`config.mk`:
```
export PLATFORM = sky130hd
export DESIGN_NAME = dcef_top
export DESIGN_NICKNAME = d
export VERILOG_FILES = /design/src/shared/dcef_pkg.sv /design/src/hw/dcef_chan.sv /design/src/hw/dcef_top.sv
export SDC_FILE = /design/constraint.sdc
export NUM_CORES = 2
export LEC_CHECK = 0
export BUFFER_PORTS_ARGS = -buffer_cell sky130_fd_sc_hd__buf_2
export CAP_MARGIN = 20
export CORE_AREA = 2 2 226 228
export DETAILED_ROUTE_END_ITERATION = 8
export DIE_AREA = 0 0 228 230
export GPL_TIMING_DRIVEN = 0
export PLACE_DENSITY = 0.86
export SYNTH_ARGS = -nofsm -noshare
export SYNTH_HDL_FRONTEND = slang
export SYNTH_SLANG_ARGS = --single-unit
```
`constraint.sdc`:
```
create_clock -name aclk -period 5.9 [get_ports aclk]
set_clock_uncertainty 0.1 [all_clocks]
set_input_delay 0.885 -clock aclk [delete_from_list [all_inputs] [get_ports aclk]]
set_output_delay 0.885 -clock aclk [all_outputs]
set_load 0.01 [all_outputs]
```
`src/shared/dcef_pkg.sv`:
```
// Constants and types for the DMA channel event flag block.
// Assumes a single clock domain and a 32-bit AXI4-Lite register bus.
package dcef_pkg;
   localparam int NCH = 4;
   localparam int NIRQ = 64;
   localparam int SEL_W = 6;
   localparam int SIZE_W = 16;
   localparam int ADDR_W = 8;
   localparam int NEV = 5;

   // Event bit positions in channel_event_flags
   localparam int EV_ADDR_ERR = 0;
   localparam int EV_ABORT = 1;
   localparam int EV_CELL = 2;
   localparam int EV_BLOCK = 3;
   localparam int EV_HALF = 4;

   // Per channel register offsets, channel n at n * CH_STRIDE
   localparam logic [ADDR_W-1:0] CH_STRIDE = 8'h20;
   localparam logic [4:0] OFF_FLAGS = 5'h00;
   localparam logic [4:0] OFF_MASK = 5'h04;
   localparam logic [4:0] OFF_CTRL = 5'h08;
   localparam logic [4:0] OFF_SRC_SIZE = 5'h0c;
   localparam logic [4:0] OFF_DST_SIZE = 5'h10;
   localparam logic [4:0] OFF_CELL_SIZE = 5'h14;
   localparam logic [ADDR_W-1:0] OFF_SUMMARY = 8'h80;

   // Control register fields
   localparam int CTRL_ENABLE = 0;
   localparam int CTRL_ABORT_EN = 1;
   localparam int CTRL_SEL_LSB = 8;

   localparam logic [NEV-1:0] FLAGS_RESET = 5'h00;
   localparam logic [NEV-1:0] MASK_RESET = 5'h00;
   localparam logic [SIZE_W-1:0] SIZE_RESET = 16'h0000;
   localparam logic [SEL_W-1:0] SEL_RESET = 6'h00;

   localparam logic [1:0] RESP_OKAY = 2'h0;
   localparam logic [1:0] RESP_SLVERR = 2'h2;

   typedef enum logic [1:0] {
      WS_COLLECT = 2'b01,
      WS_RESP = 2'b10
   } dcef_wr_e;
endpackage

```
`src/hw/dcef_chan.sv`:
```
// One DMA channel's event detection: cell and block byte counters,
// half-full compare, abort trigger select and address error capture.
// Assumes the transfer engine reports steps of one byte each.
`timescale 1ns/100ps
module dcef_chan (
   input wire logic aclk,
   input wire logic aresetn,
   input wire logic ce,
   input wire logic enable,
   input wire logic abort_en,
   input wire logic [dcef_pkg::SEL_W-1:0] abort_irq_select,
   input wire logic [dcef_pkg::NIRQ-1:0] periph_irq,
   input wire logic [dcef_pkg::SIZE_W-1:0] source_size,
   input wire logic [dcef_pkg::SIZE_W-1:0] dest_size,
   input wire logic [dcef_pkg::SIZE_W-1:0] cell_size,
   input wire logic [dcef_pkg::SIZE_W-1:0] dest_pointer,
   input wire logic xfer_step,
   input wire logic pattern_match,
   input wire logic src_addr_bad,
   input wire logic dst_addr_bad,
   output logic [dcef_pkg::NEV-1:0] event_pulse,
   output logic abort_req
);
   logic irq_prev;
   logic [dcef_pkg::SIZE_W-1:0] cell_cnt;
   logic [dcef_pkg::SIZE_W-1:0] block_cnt;
   logic [dcef_pkg::SIZE_W-1:0] block_len;
   logic sel_irq;
   logic abort_hit;
   logic cell_end;
   logic block_end;
   logic half_hit;

   assign block_len = (source_size > dest_size) ? source_size : dest_size;
   assign sel_irq = periph_irq[abort_irq_select];
   // Rising edge only, so a held interrupt does not abort again
   assign abort_hit = enable && abort_en && sel_irq && !irq_prev;
   assign cell_end = enable && xfer_step && cell_size != '0 &&
                     ({1'b0, cell_cnt} + 17'h00001) == {1'b0, cell_size};
   assign block_end = enable && ((xfer_step && block_len != '0 &&
                     ({1'b0, block_cnt} + 17'h00001) == {1'b0, block_len}) || pattern_match);
   assign half_hit = enable && xfer_step && dest_size != '0 &&
                     dest_pointer == (dest_size >> 1);

   always_ff @(posedge aclk) begin
      if (!aresetn) begin
         irq_prev <= 1'b0;
      end else if (ce) begin
         irq_prev <= sel_irq;
      end
   end

   always_ff @(posedge aclk) begin
      if (!aresetn) begin
         cell_cnt <= '0;
      end else if (ce) begin
         if (!enable || cell_end || block_end || abort_hit) begin
            cell_cnt <= '0;
         end else if (xfer_step) begin
            cell_cnt <= cell_cnt + 16'h0001;
         end
      end
   end

   always_ff @(posedge aclk) begin
      if (!aresetn) begin
         block_cnt <= '0;
      end else if (ce) begin
         if (!enable || block_end || abort_hit) begin
            block_cnt <= '0;
         end else if (xfer_step) begin
            block_cnt <= block_cnt + 16'h0001;
         end
      end
   end

   always_ff @(posedge aclk) begin
      if (!aresetn) begin
         event_pulse <= '0;
         abort_req <= 1'b0;
      end else if (ce) begin
         event_pulse[dcef_pkg::EV_HALF] <= half_hit;
         event_pulse[dcef_pkg::EV_BLOCK] <= block_end;
         event_pulse[dcef_pkg::EV_CELL] <= cell_end;
         event_pulse[dcef_pkg::EV_ABORT] <= abort_hit;
         event_pulse[dcef_pkg::EV_ADDR_ERR] <= src_addr_bad || dst_addr_bad;
         abort_req <= abort_hit;
      end
   end
endmodule

```
`src/hw/dcef_top.sv`:
```
// DMA channel event flags: four channels of sticky event flags with masks,
// channel configuration and one interrupt, behind an AXI4-Lite slave.
// Assumes the transfer engine drives pointers, steps and error strobes
// synchronous to aclk, and stops a channel when its abort output pulses.
`timescale 1ns/100ps
module dcef_top (
   input wire logic aclk,
   input wire logic aresetn,
   input wire logic ce,
   input wire logic [dcef_pkg::ADDR_W-1:0] s_axi_awaddr,
   input wire logic [2:0] s_axi_awprot,
   input wire logic s_axi_awvalid,
   output logic s_axi_awready,
   input wire logic [31:0] s_axi_wdata,
   input wire logic [3:0] s_axi_wstrb,
   input wire logic s_axi_wvalid,
   output logic s_axi_wready,
   output logic [1:0] s_axi_bresp,
   output logic s_axi_bvalid,
   input wire logic s_axi_bready,
   input wire logic [dcef_pkg::ADDR_W-1:0] s_axi_araddr,
   input wire logic [2:0] s_axi_arprot,
   input wire logic s_axi_arvalid,
   output logic s_axi_arready,
   output logic [31:0] s_axi_rdata,
   output logic [1:0] s_axi_rresp,
   output logic s_axi_rvalid,
   input wire logic s_axi_rready,
   input wire logic [dcef_pkg::NIRQ-1:0] periph_irq,
   input wire logic [dcef_pkg::NCH-1:0][dcef_pkg::SIZE_W-1:0] dest_pointer,
   input wire logic [dcef_pkg::NCH-1:0] xfer_step,
   input wire logic [dcef_pkg::NCH-1:0] pattern_match,
   input wire logic [dcef_pkg::NCH-1:0] src_addr_bad,
   input wire logic [dcef_pkg::NCH-1:0] dst_addr_bad,
   output logic [dcef_pkg::NCH-1:0] chan_enable,
   output logic [dcef_pkg::NCH-1:0] chan_abort,
   output logic irq
);
   localparam int NCH = dcef_pkg::NCH;
   localparam int NEV = dcef_pkg::NEV;
   localparam int SW = dcef_pkg::SIZE_W;

   // Write address and data are caught separately, in either order
   dcef_pkg::dcef_wr_e wr_state;
   logic aw_full;
   logic w_full;
   logic [dcef_pkg::ADDR_W-1:0] aw_addr;
   logic [31:0] w_data;
   logic [3:0] w_strb;
   logic wr_fire;
   logic wr_hit;
   logic rd_fire;
   logic rd_hit;
   logic [31:0] rd_word;
   logic [dcef_pkg::ADDR_W-1:0] rd_addr;
   logic [NCH-1:0] wr_chan;
   logic [NCH-1:0] rd_chan;

   logic [NCH-1:0][NEV-1:0] channel_event_flags;
   logic [NCH-1:0][NEV-1:0] event_mask;
   logic [NCH-1:0] abort_en;
   logic [NCH-1:0][dcef_pkg::SEL_W-1:0] abort_irq_select;
   logic [NCH-1:0][SW-1:0] source_size;
   logic [NCH-1:0][SW-1:0] dest_size;
   logic [NCH-1:0][SW-1:0] cell_size;
   logic [NCH-1:0][NEV-1:0] event_pulse;
   logic [NCH-1:0][NEV-1:0] flag_clear;

   // Register selected by an address: channel in bits 6:5, offset in 4:0
   function automatic logic [NCH-1:0] chan_sel(input logic [dcef_pkg::ADDR_W-1:0] a);
      logic [NCH-1:0] s;
      s = '0;
      if (!a[7]) begin
         s[a[6:5]] = 1'b1;
      end
      return s;
   endfunction

   function automatic logic reg_known(input logic [dcef_pkg::ADDR_W-1:0] a);
      logic k;
      k = 1'b0;
      if (a == dcef_pkg::OFF_SUMMARY) begin
         k = 1'b1;
      end else if (!a[7]) begin
         case (a[4:0])
            dcef_pkg::OFF_FLAGS,
            dcef_pkg::OFF_MASK,
            dcef_pkg::OFF_CTRL,
            dcef_pkg::OFF_SRC_SIZE,
            dcef_pkg::OFF_DST_SIZE,
            dcef_pkg::OFF_CELL_SIZE: k = 1'b1;
            default: k = 1'b0;
         endcase
      end
      return k;
   endfunction

   // Byte lane merge of a write into an old value
   function automatic logic [31:0] merge(input logic [31:0] old, input logic [31:0] d,
                                         input logic [3:0] be);
      logic [31:0] r;
      r = old;
      for (int i = 0; i < 4; i++) begin
         if (be[i]) begin
            r[8*i +: 8] = d[8*i +: 8];
         end
      end
      return r;
   endfunction

   assign s_axi_awready = !aw_full && wr_state == dcef_pkg::WS_COLLECT;
   assign s_axi_wready = !w_full && wr_state == dcef_pkg::WS_COLLECT;
   assign s_axi_arready = !s_axi_rvalid;
   assign wr_fire = ce && wr_state == dcef_pkg::WS_COLLECT && aw_full && w_full;
   assign wr_hit = reg_known(aw_addr) && aw_addr != dcef_pkg::OFF_SUMMARY;
   assign rd_fire = ce && s_axi_arvalid && s_axi_arready;
   // Low address bits ignored on reads as on writes
   assign rd_addr = {s_axi_araddr[dcef_pkg::ADDR_W-1:2], 2'b00};
   assign rd_hit = reg_known(rd_addr);
   assign wr_chan = chan_sel(aw_addr);
   assign rd_chan = chan_sel(rd_addr);

   always_ff @(posedge aclk) begin
      if (!aresetn) begin
         aw_full <= 1'b0;
         aw_addr <= '0;
      end else if (ce) begin
         if (s_axi_awvalid && s_axi_awready) begin
            aw_full <= 1'b1;
            aw_addr <= {s_axi_awaddr[dcef_pkg::ADDR_W-1:2], 2'b00};
         end else if (wr_fire) begin
            aw_full <= 1'b0;
         end
      end
   end

   always_ff @(posedge aclk) begin
      if (!aresetn) begin
         w_full <= 1'b0;
         w_data <= '0;
         w_strb <= '0;
      end else if (ce) begin
         if (s_axi_wvalid && s_axi_wready) begin
            w_full <= 1'b1;
            w_data <= s_axi_wdata;
            w_strb <= s_axi_wstrb;
         end else if (wr_fire) begin
            w_full <= 1'b0;
         end
      end
   end

   always_ff @(posedge aclk) begin
      if (!aresetn) begin
         wr_state <= dcef_pkg::WS_COLLECT;
         s_axi_bvalid <= 1'b0;
         s_axi_bresp <= dcef_pkg::RESP_OKAY;
      end else if (ce) begin
         case (wr_state)
            dcef_pkg::WS_COLLECT: begin
               if (wr_fire) begin
                  wr_state <= dcef_pkg::WS_RESP;
                  s_axi_bvalid <= 1'b1;
                  s_axi_bresp <= wr_hit ? dcef_pkg::RESP_OKAY : dcef_pkg::RESP_SLVERR;
               end
            end
            dcef_pkg::WS_RESP: begin
               if (s_axi_bready) begin
                  wr_state <= dcef_pkg::WS_COLLECT;
                  s_axi_bvalid <= 1'b0;
               end
            end
            default: begin
               wr_state <= dcef_pkg::WS_COLLECT;
               s_axi_bvalid <= 1'b0;
            end
         endcase
      end
   end

   // Configuration writes; the channel enable also drops on an abort
   always_ff @(posedge aclk) begin
      if (!aresetn) begin
         event_mask <= '0;
         chan_enable <= '0;
         abort_en <= '0;
         abort_irq_select <= '0;
         source_size <= '0;
         dest_size <= '0;
         cell_size <= '0;
      end else if (ce) begin
         for (int c = 0; c < NCH; c++) begin
            if (wr_fire && wr_hit && wr_chan[c]) begin
               case (aw_addr[4:0])
                  dcef_pkg::OFF_MASK: begin
                     event_mask[c] <= NEV'(merge({27'h0, event_mask[c]}, w_data, w_strb));
                  end
                  dcef_pkg::OFF_CTRL: begin
                     if (w_strb[0]) begin
                        chan_enable[c] <= w_data[dcef_pkg::CTRL_ENABLE];
                        abort_en[c] <= w_data[dcef_pkg::CTRL_ABORT_EN];
                     end
                     if (w_strb[1]) begin
                        abort_irq_select[c] <= w_data[dcef_pkg::CTRL_SEL_LSB +: dcef_pkg::SEL_W];
                     end
                  end
                  dcef_pkg::OFF_SRC_SIZE: begin
                     source_size[c] <= SW'(merge({16'h0, source_size[c]}, w_data, w_strb));
                  end
                  dcef_pkg::OFF_DST_SIZE: begin
                     dest_size[c] <= SW'(merge({16'h0, dest_size[c]}, w_data, w_strb));
                  end
                  dcef_pkg::OFF_CELL_SIZE: begin
                     cell_size[c] <= SW'(merge({16'h0, cell_size[c]}, w_data, w_strb));
                  end
                  default: begin
                  end
               endcase
            end
            // Abort wins over a software enable in the same cycle
            if (chan_abort[c]) begin
               chan_enable[c] <= 1'b0;
            end
         end
      end
   end

   // A read of a channel's flag register clears what it returned
   always_comb begin
      flag_clear = '0;
      for (int c = 0; c < NCH; c++) begin
         if (rd_fire && rd_hit && rd_chan[c] &&
             rd_addr[4:0] == dcef_pkg::OFF_FLAGS) begin
            flag_clear[c] = channel_event_flags[c];
         end
      end
   end

   // Set wins over the read clear so no event is lost
   always_ff @(posedge aclk) begin
      if (!aresetn) begin
         channel_event_flags <= '0;
      end else if (ce) begin
         for (int c = 0; c < NCH; c++) begin
            channel_event_flags[c] <= (channel_event_flags[c] & ~flag_clear[c]) | event_pulse[c];
         end
      end
   end

   always_comb begin
      rd_word = 32'h0000_0000;
      if (rd_addr == dcef_pkg::OFF_SUMMARY) begin
         for (int c = 0; c < NCH; c++) begin
            rd_word[c] = |channel_event_flags[c];
            rd_word[8 + c] = chan_enable[c];
         end
      end else begin
         for (int c = 0; c < NCH; c++) begin
            if (rd_chan[c]) begin
               case (rd_addr[4:0])
                  dcef_pkg::OFF_FLAGS: rd_word[NEV-1:0] = channel_event_flags[c];
                  dcef_pkg::OFF_MASK: rd_word[NEV-1:0] = event_mask[c];
                  dcef_pkg::OFF_CTRL: begin
                     rd_word[dcef_pkg::CTRL_ENABLE] = chan_enable[c];
                     rd_word[dcef_pkg::CTRL_ABORT_EN] = abort_en[c];
                     rd_word[dcef_pkg::CTRL_SEL_LSB +: dcef_pkg::SEL_W] = abort_irq_select[c];
                  end
                  dcef_pkg::OFF_SRC_SIZE: rd_word[SW-1:0] = source_size[c];
                  dcef_pkg::OFF_DST_SIZE: rd_word[SW-1:0] = dest_size[c];
                  dcef_pkg::OFF_CELL_SIZE: rd_word[SW-1:0] = cell_size[c];
                  default: rd_word = 32'h0000_0000;
               endcase
            end
         end
      end
   end

   always_ff @(posedge aclk) begin
      if (!aresetn) begin
         s_axi_rvalid <= 1'b0;
         s_axi_rdata <= '0;
         s_axi_rresp <= dcef_pkg::RESP_OKAY;
      end else if (ce) begin
         if (rd_fire) begin
            s_axi_rvalid <= 1'b1;
            s_axi_rdata <= rd_hit ? rd_word : 32'h0000_0000;
            s_axi_rresp <= rd_hit ? dcef_pkg::RESP_OKAY : dcef_pkg::RESP_SLVERR;
         end else if (s_axi_rready) begin
            s_axi_rvalid <= 1'b0;
         end
      end
   end

   // Same event logic per channel
   for (genvar g = 0; g < NCH; g++) begin : g_chan
      dcef_chan u_chan (
         .aclk(aclk),
         .aresetn(aresetn),
         .ce(ce),
         .enable(chan_enable[g]),
         .abort_en(abort_en[g]),
         .abort_irq_select(abort_irq_select[g]),
         .periph_irq(periph_irq),
         .source_size(source_size[g]),
         .dest_size(dest_size[g]),
         .cell_size(cell_size[g]),
         .dest_pointer(dest_pointer[g]),
         .xfer_step(xfer_step[g]),
         .pattern_match(pattern_match[g]),
         .src_addr_bad(src_addr_bad[g]),
         .dst_addr_bad(dst_addr_bad[g]),
         .event_pulse(event_pulse[g]),
         .abort_req(chan_abort[g])
      );
   end

   // Level interrupt, combinational from flags and masks
   always_comb begin
      irq = 1'b0;
      for (int c = 0; c < NCH; c++) begin
         irq = irq | (|(channel_event_flags[c] & event_mask[c]));
      end
   end
endmodule

```
==> results.md <==
* Setup bufs post-CTS at 0
* Crit path arrival time at between 5000 and 6000 ps
* Insertion delay of the later-clocked pin in the worst-skew pair at between 600 and 700 ps
* Worst min path class: flip-flop to flip-flop
* Data required, critical path at roughly 6300 ps
* FF+latch count, synth at roughly 460
* Crit-path max cell delay at 680 ps
* Synth async-reset ratio at 0%
* Via Count at ~30000
* Crit Path Max Fanout at 10
* Total grt overflow at 0
* Row cnt at 82
* Synth unique cells at 80
* Number of global-route vias before repair at roughly 28000
* Status: completed
* Post-Syn Area at 29600 um^2
* CTS Buffer Depth at 3
* Max Cap Viol at 0
* H-tree levels at 2
* CTS tree: built
* Sequential cell area at 9270 um^2
* Main flop type after synthesis: dfxtp_1
* Tot Pwr at 0.00744 W
* Most frequent CP cell: buf_2
* Minimum clock period at 5550 ps
* M2 GR Usage at 64.1%
* RSZ-0062 raised after global routing: false
* Worst vdd ir at 0.251 mV
* M1 GR Usage at between 50% and 60%
* DRT Pass-1 Iters at 8
* CP Cell Sequence: inv_1 > ha_1 > nand4_1 > nor4_1 > a21boi_0 > o31a_1 > mux2_2 > a211o_1 > or4b_2 > a2111oi_0 > or4_1 > buf_2 > buf_2 > o21ai_0
* Number of synthesized flops with an enable pin at 0
* Pwr dens at 221 nW/um^2
* Multi-input logic area at 18900 um^2
* DRC Markers at 0
* Largest net degree at the start of global routing at 15
* Filler instances at between 4000 and 5000
* Area Overhead vs Synth at 13.6%
* Via density at 6.74
* Total CTS buffers at 51
* First-pass GRT wire length at 173000 um
* Gr usage total at a little over two fifths
* Synth Area per Inst at 8.47 um^2
* Hold_buf cts at 0
* Yosys warnings at 0
* Chip height at 230 um
* Buf/Inv on CP at 3
* Tcrit/Tclk final at 94.0%
* # setup viols final at 0
* Critical path class: flip-flop to flip-flop
* PostCTS Resize Cnt at 0
* Overall die area at 52400 um^2
* DR iter-0 viols at about 4300
* Static Leak at roughly 13 nW
* Antenna violations before repair at 6
* Gp weighted congestion at 1.07
* Grt peak-use layer: met2
* Core area at 49900 um^2
* Seq/Total Area, Yosys at 31.3%
* I/O pin cnt at 260
* Post-DR wirelength/cell at 26.0 um
* Worst path slowest cell: or4b_2
* DP HPWL at between 80000 and 90000 um
* Die Wd at ~230 um
* Share of layout cells above drive strength 1 at 12.5%
* Worst-path clk slew at approximately 60 ps
* Port bufs at about 210
* # clock sinks at 463
* Sum of negative setup slack at 0 ps
* Critical Path End Type: flip-flop
* Clock Root Buffer: clkbuf_16
* Crit-path leading delay family: compound AO/OA/AOI/OAI gates
* Fmax at approximately 0.18 GHz
* Drt total wl at between 100000 and 150000 um
* Critical Path Source Type: flip-flop
* Cells after synthesis at 3490
* Met3 usage at 11.3%
* Worst-margin pin slew at 1340 ps
* Fin. Hold Viols at 0
* Nets at 4058
* Max-slew violation count at 0
* Antenna-violating nets left at 0
* Initial core utilization at between 50% and 60%
* Slew margin rel. at 10.4%
==> cells by family (layout without fill, tap and decap cells) <==
kind of cell | after synthesis | count (layout) | synth area share [%]
AO/OA/AOI/OAI | 649 | 649 | 14.1
XOR/XNOR | 266 | 266 | 7.92
adder cells (fa/ha/maj) | 72 | 72 | 3.05
buffers and inverters | 355 | 666 | 4.98
flip-flops | 463 | 463 | 31.3
multiplexers | 444 | 444 | 18.7
other | 1 | 23 | 0.0127
AND/OR/NAND/NOR | 1240 | 1240 | 19.9
==> flip-flops by register name (all words and copies together) (netlist names), 2 cells and up <==
register,count
s_axi_rdata,16
dest_size,64
channel_event_flags,20
w_data,16
chan_enable,4
cell_size,64
g_chan.u_chan.cell_cnt,64
w_strb,2
g_chan.u_chan.irq_prev,4
g_chan.u_chan.event_pulse,20
g_chan.u_chan.block_cnt,64
event_mask,20
source_size,64
abort_en,4
abort_irq_select,24
aw_addr,6
==> cell usage after synthesis (23+ instances only) <==
cell      count  area [um^2]
o22ai_1      34          213
xnor2_1     153         1340
mux4_2       85         1910
inv_1       101          379
o21ai_0     110          551
a22oi_1      58          435
dfxtp_1     463         9270
and3_1       23          144
nand3_1      86          430
or3_1        27          169
a21oi_1     205         1030
buf_1        26         97.6
mux2i_1     346         3460
nand4_1      66          413
nor3_1       49          245
nor4_1       89          557
a21o_1       46          345
a22o_1       25          219
ha_1         72          901
nor2_1      436         1640
xor2_1      112          981
buf_4        28          210
clkbuf_1    185          694
nand2_1     305         1140
==> cell usage in the layout, fill, tap and decap left out, types with 15 or more instances in the layout <==
master / netlist / final
nand3_1: 86 / 86
o211ai_1: 19 / 19
or2_2: 19 / 19
a31oi_1: 15 / 15
nor4_1: 89 / 89
mux2i_1: 346 / 346
ha_1: 72 / 72
nand4_1: 66 / 66
buf_1: 26 / 26
nor3_1: 49 / 48
and2_1: 22 / 22
o22ai_1: 34 / 34
clkbuf_1: 185 / 189
nand2b_1: 21 / 21
xor2_1: 112 / 112
clkbuf_16: 0 / 52
o21ai_0: 110 / 110
or4_1: 18 / 18
mux4_2: 85 / 85
a221oi_1: 21 / 21
buf_2: 10 / 218
a21o_1: 46 / 46
o31ai_1: 21 / 21
a22oi_1: 58 / 58
or3_1: 27 / 27
a21oi_1: 205 / 205
inv_1: 101 / 101
buf_4: 28 / 30
and3_1: 23 / 23
nand2_1: 305 / 305
nor2_1: 436 / 436
a22o_1: 25 / 25
conb_1: 1 / 18
dfxtp_1: 463 / 463
xnor2_1: 153 / 153
nor2b_1: 22 / 22
==> path summary, 6_finish.rpt <==
kind | from | end | slack, ps | depth (start not counted)
max | dest_size[13]$_SDFFE_PN0P_ | g_chan[0].u_chan.cell_cnt[10]$_SDFFE_PN0P_ | 350 | 14
max reg2reg | dest_size[13]$_SDFFE_PN0P_ | g_chan[0].u_chan.cell_cnt[10]$_SDFFE_PN0P_ | 350 | 14
min | g_chan[0].u_chan.event_pulse[3]$_SDFFE_PN0P_ | g_chan[0].u_chan.event_pulse[3]$_SDFFE_PN0P_ | 370 | 2
min reg2reg | g_chan[0].u_chan.event_pulse[3]$_SDFFE_PN0P_ | g_chan[0].u_chan.event_pulse[3]$_SDFFE_PN0P_ | 370 | 2
==> area by class of cell <==
class	instances	share of cell area (%)
Inverter	103	1.15
Antenna cell	5	0.0372
Tap cell	672	2.50
Multi-Input combinational cell	2689	56.3
Buffer	252	3.23
Sequential cell	463	27.6
Timing Repair Buffer	216	3.40
Clock buffer	68	4.41
Clock inverter	27	1.40
==> routing by layer <==
metal | vias to the layer above | share of wire, %
li1 | 13155 | -
met1 | 14227 | 38
met2 | 2384 | 41
met3 | 541 | 13
met4 | 0 | 7.0
met5 | - | 0
==> metrics by stage <==
stage	area, um^2	instances	util, %	worst slack, ps	hold slack [ps]
6_report	33600	4495	67.4	351	367
5_1_grt	33600	4490	67.4	159	392
4_1_cts	33500	4484	67.2	560	366
3_5_place_dp	31500	4389	63.3	616	356
3_3_place_gp	31500	4387	63.2	712	348
2_1_floorplan	29600	3507	-	1660	340
==> worst register-to-register path, delay by kind of cell, from the launching register on <==
kind,cells,cell delay [ps]
AOI/OAI and AO/OA,5,1900
and+or+nand+nor,4,1460
buffers and inverters,3,670
DFF,1,600
muxes,1,350
adders and majority gates,1,340
==> power breakdown <==
| part | internal (W) | total (W) | switching [W] |
|---|---|---|---|
| Combinational | 0.000171 | 0.000548 | 0.000377 |
| Sequential | 0.00314 | 0.00316 | 0.0000162 |
| Clock | 0.00229 | 0.00373 | 0.00144 |
| Total | 0.00561 | 0.00744 | 0.00183 |
Note: power is estimated with default switching activity, not from simulation.
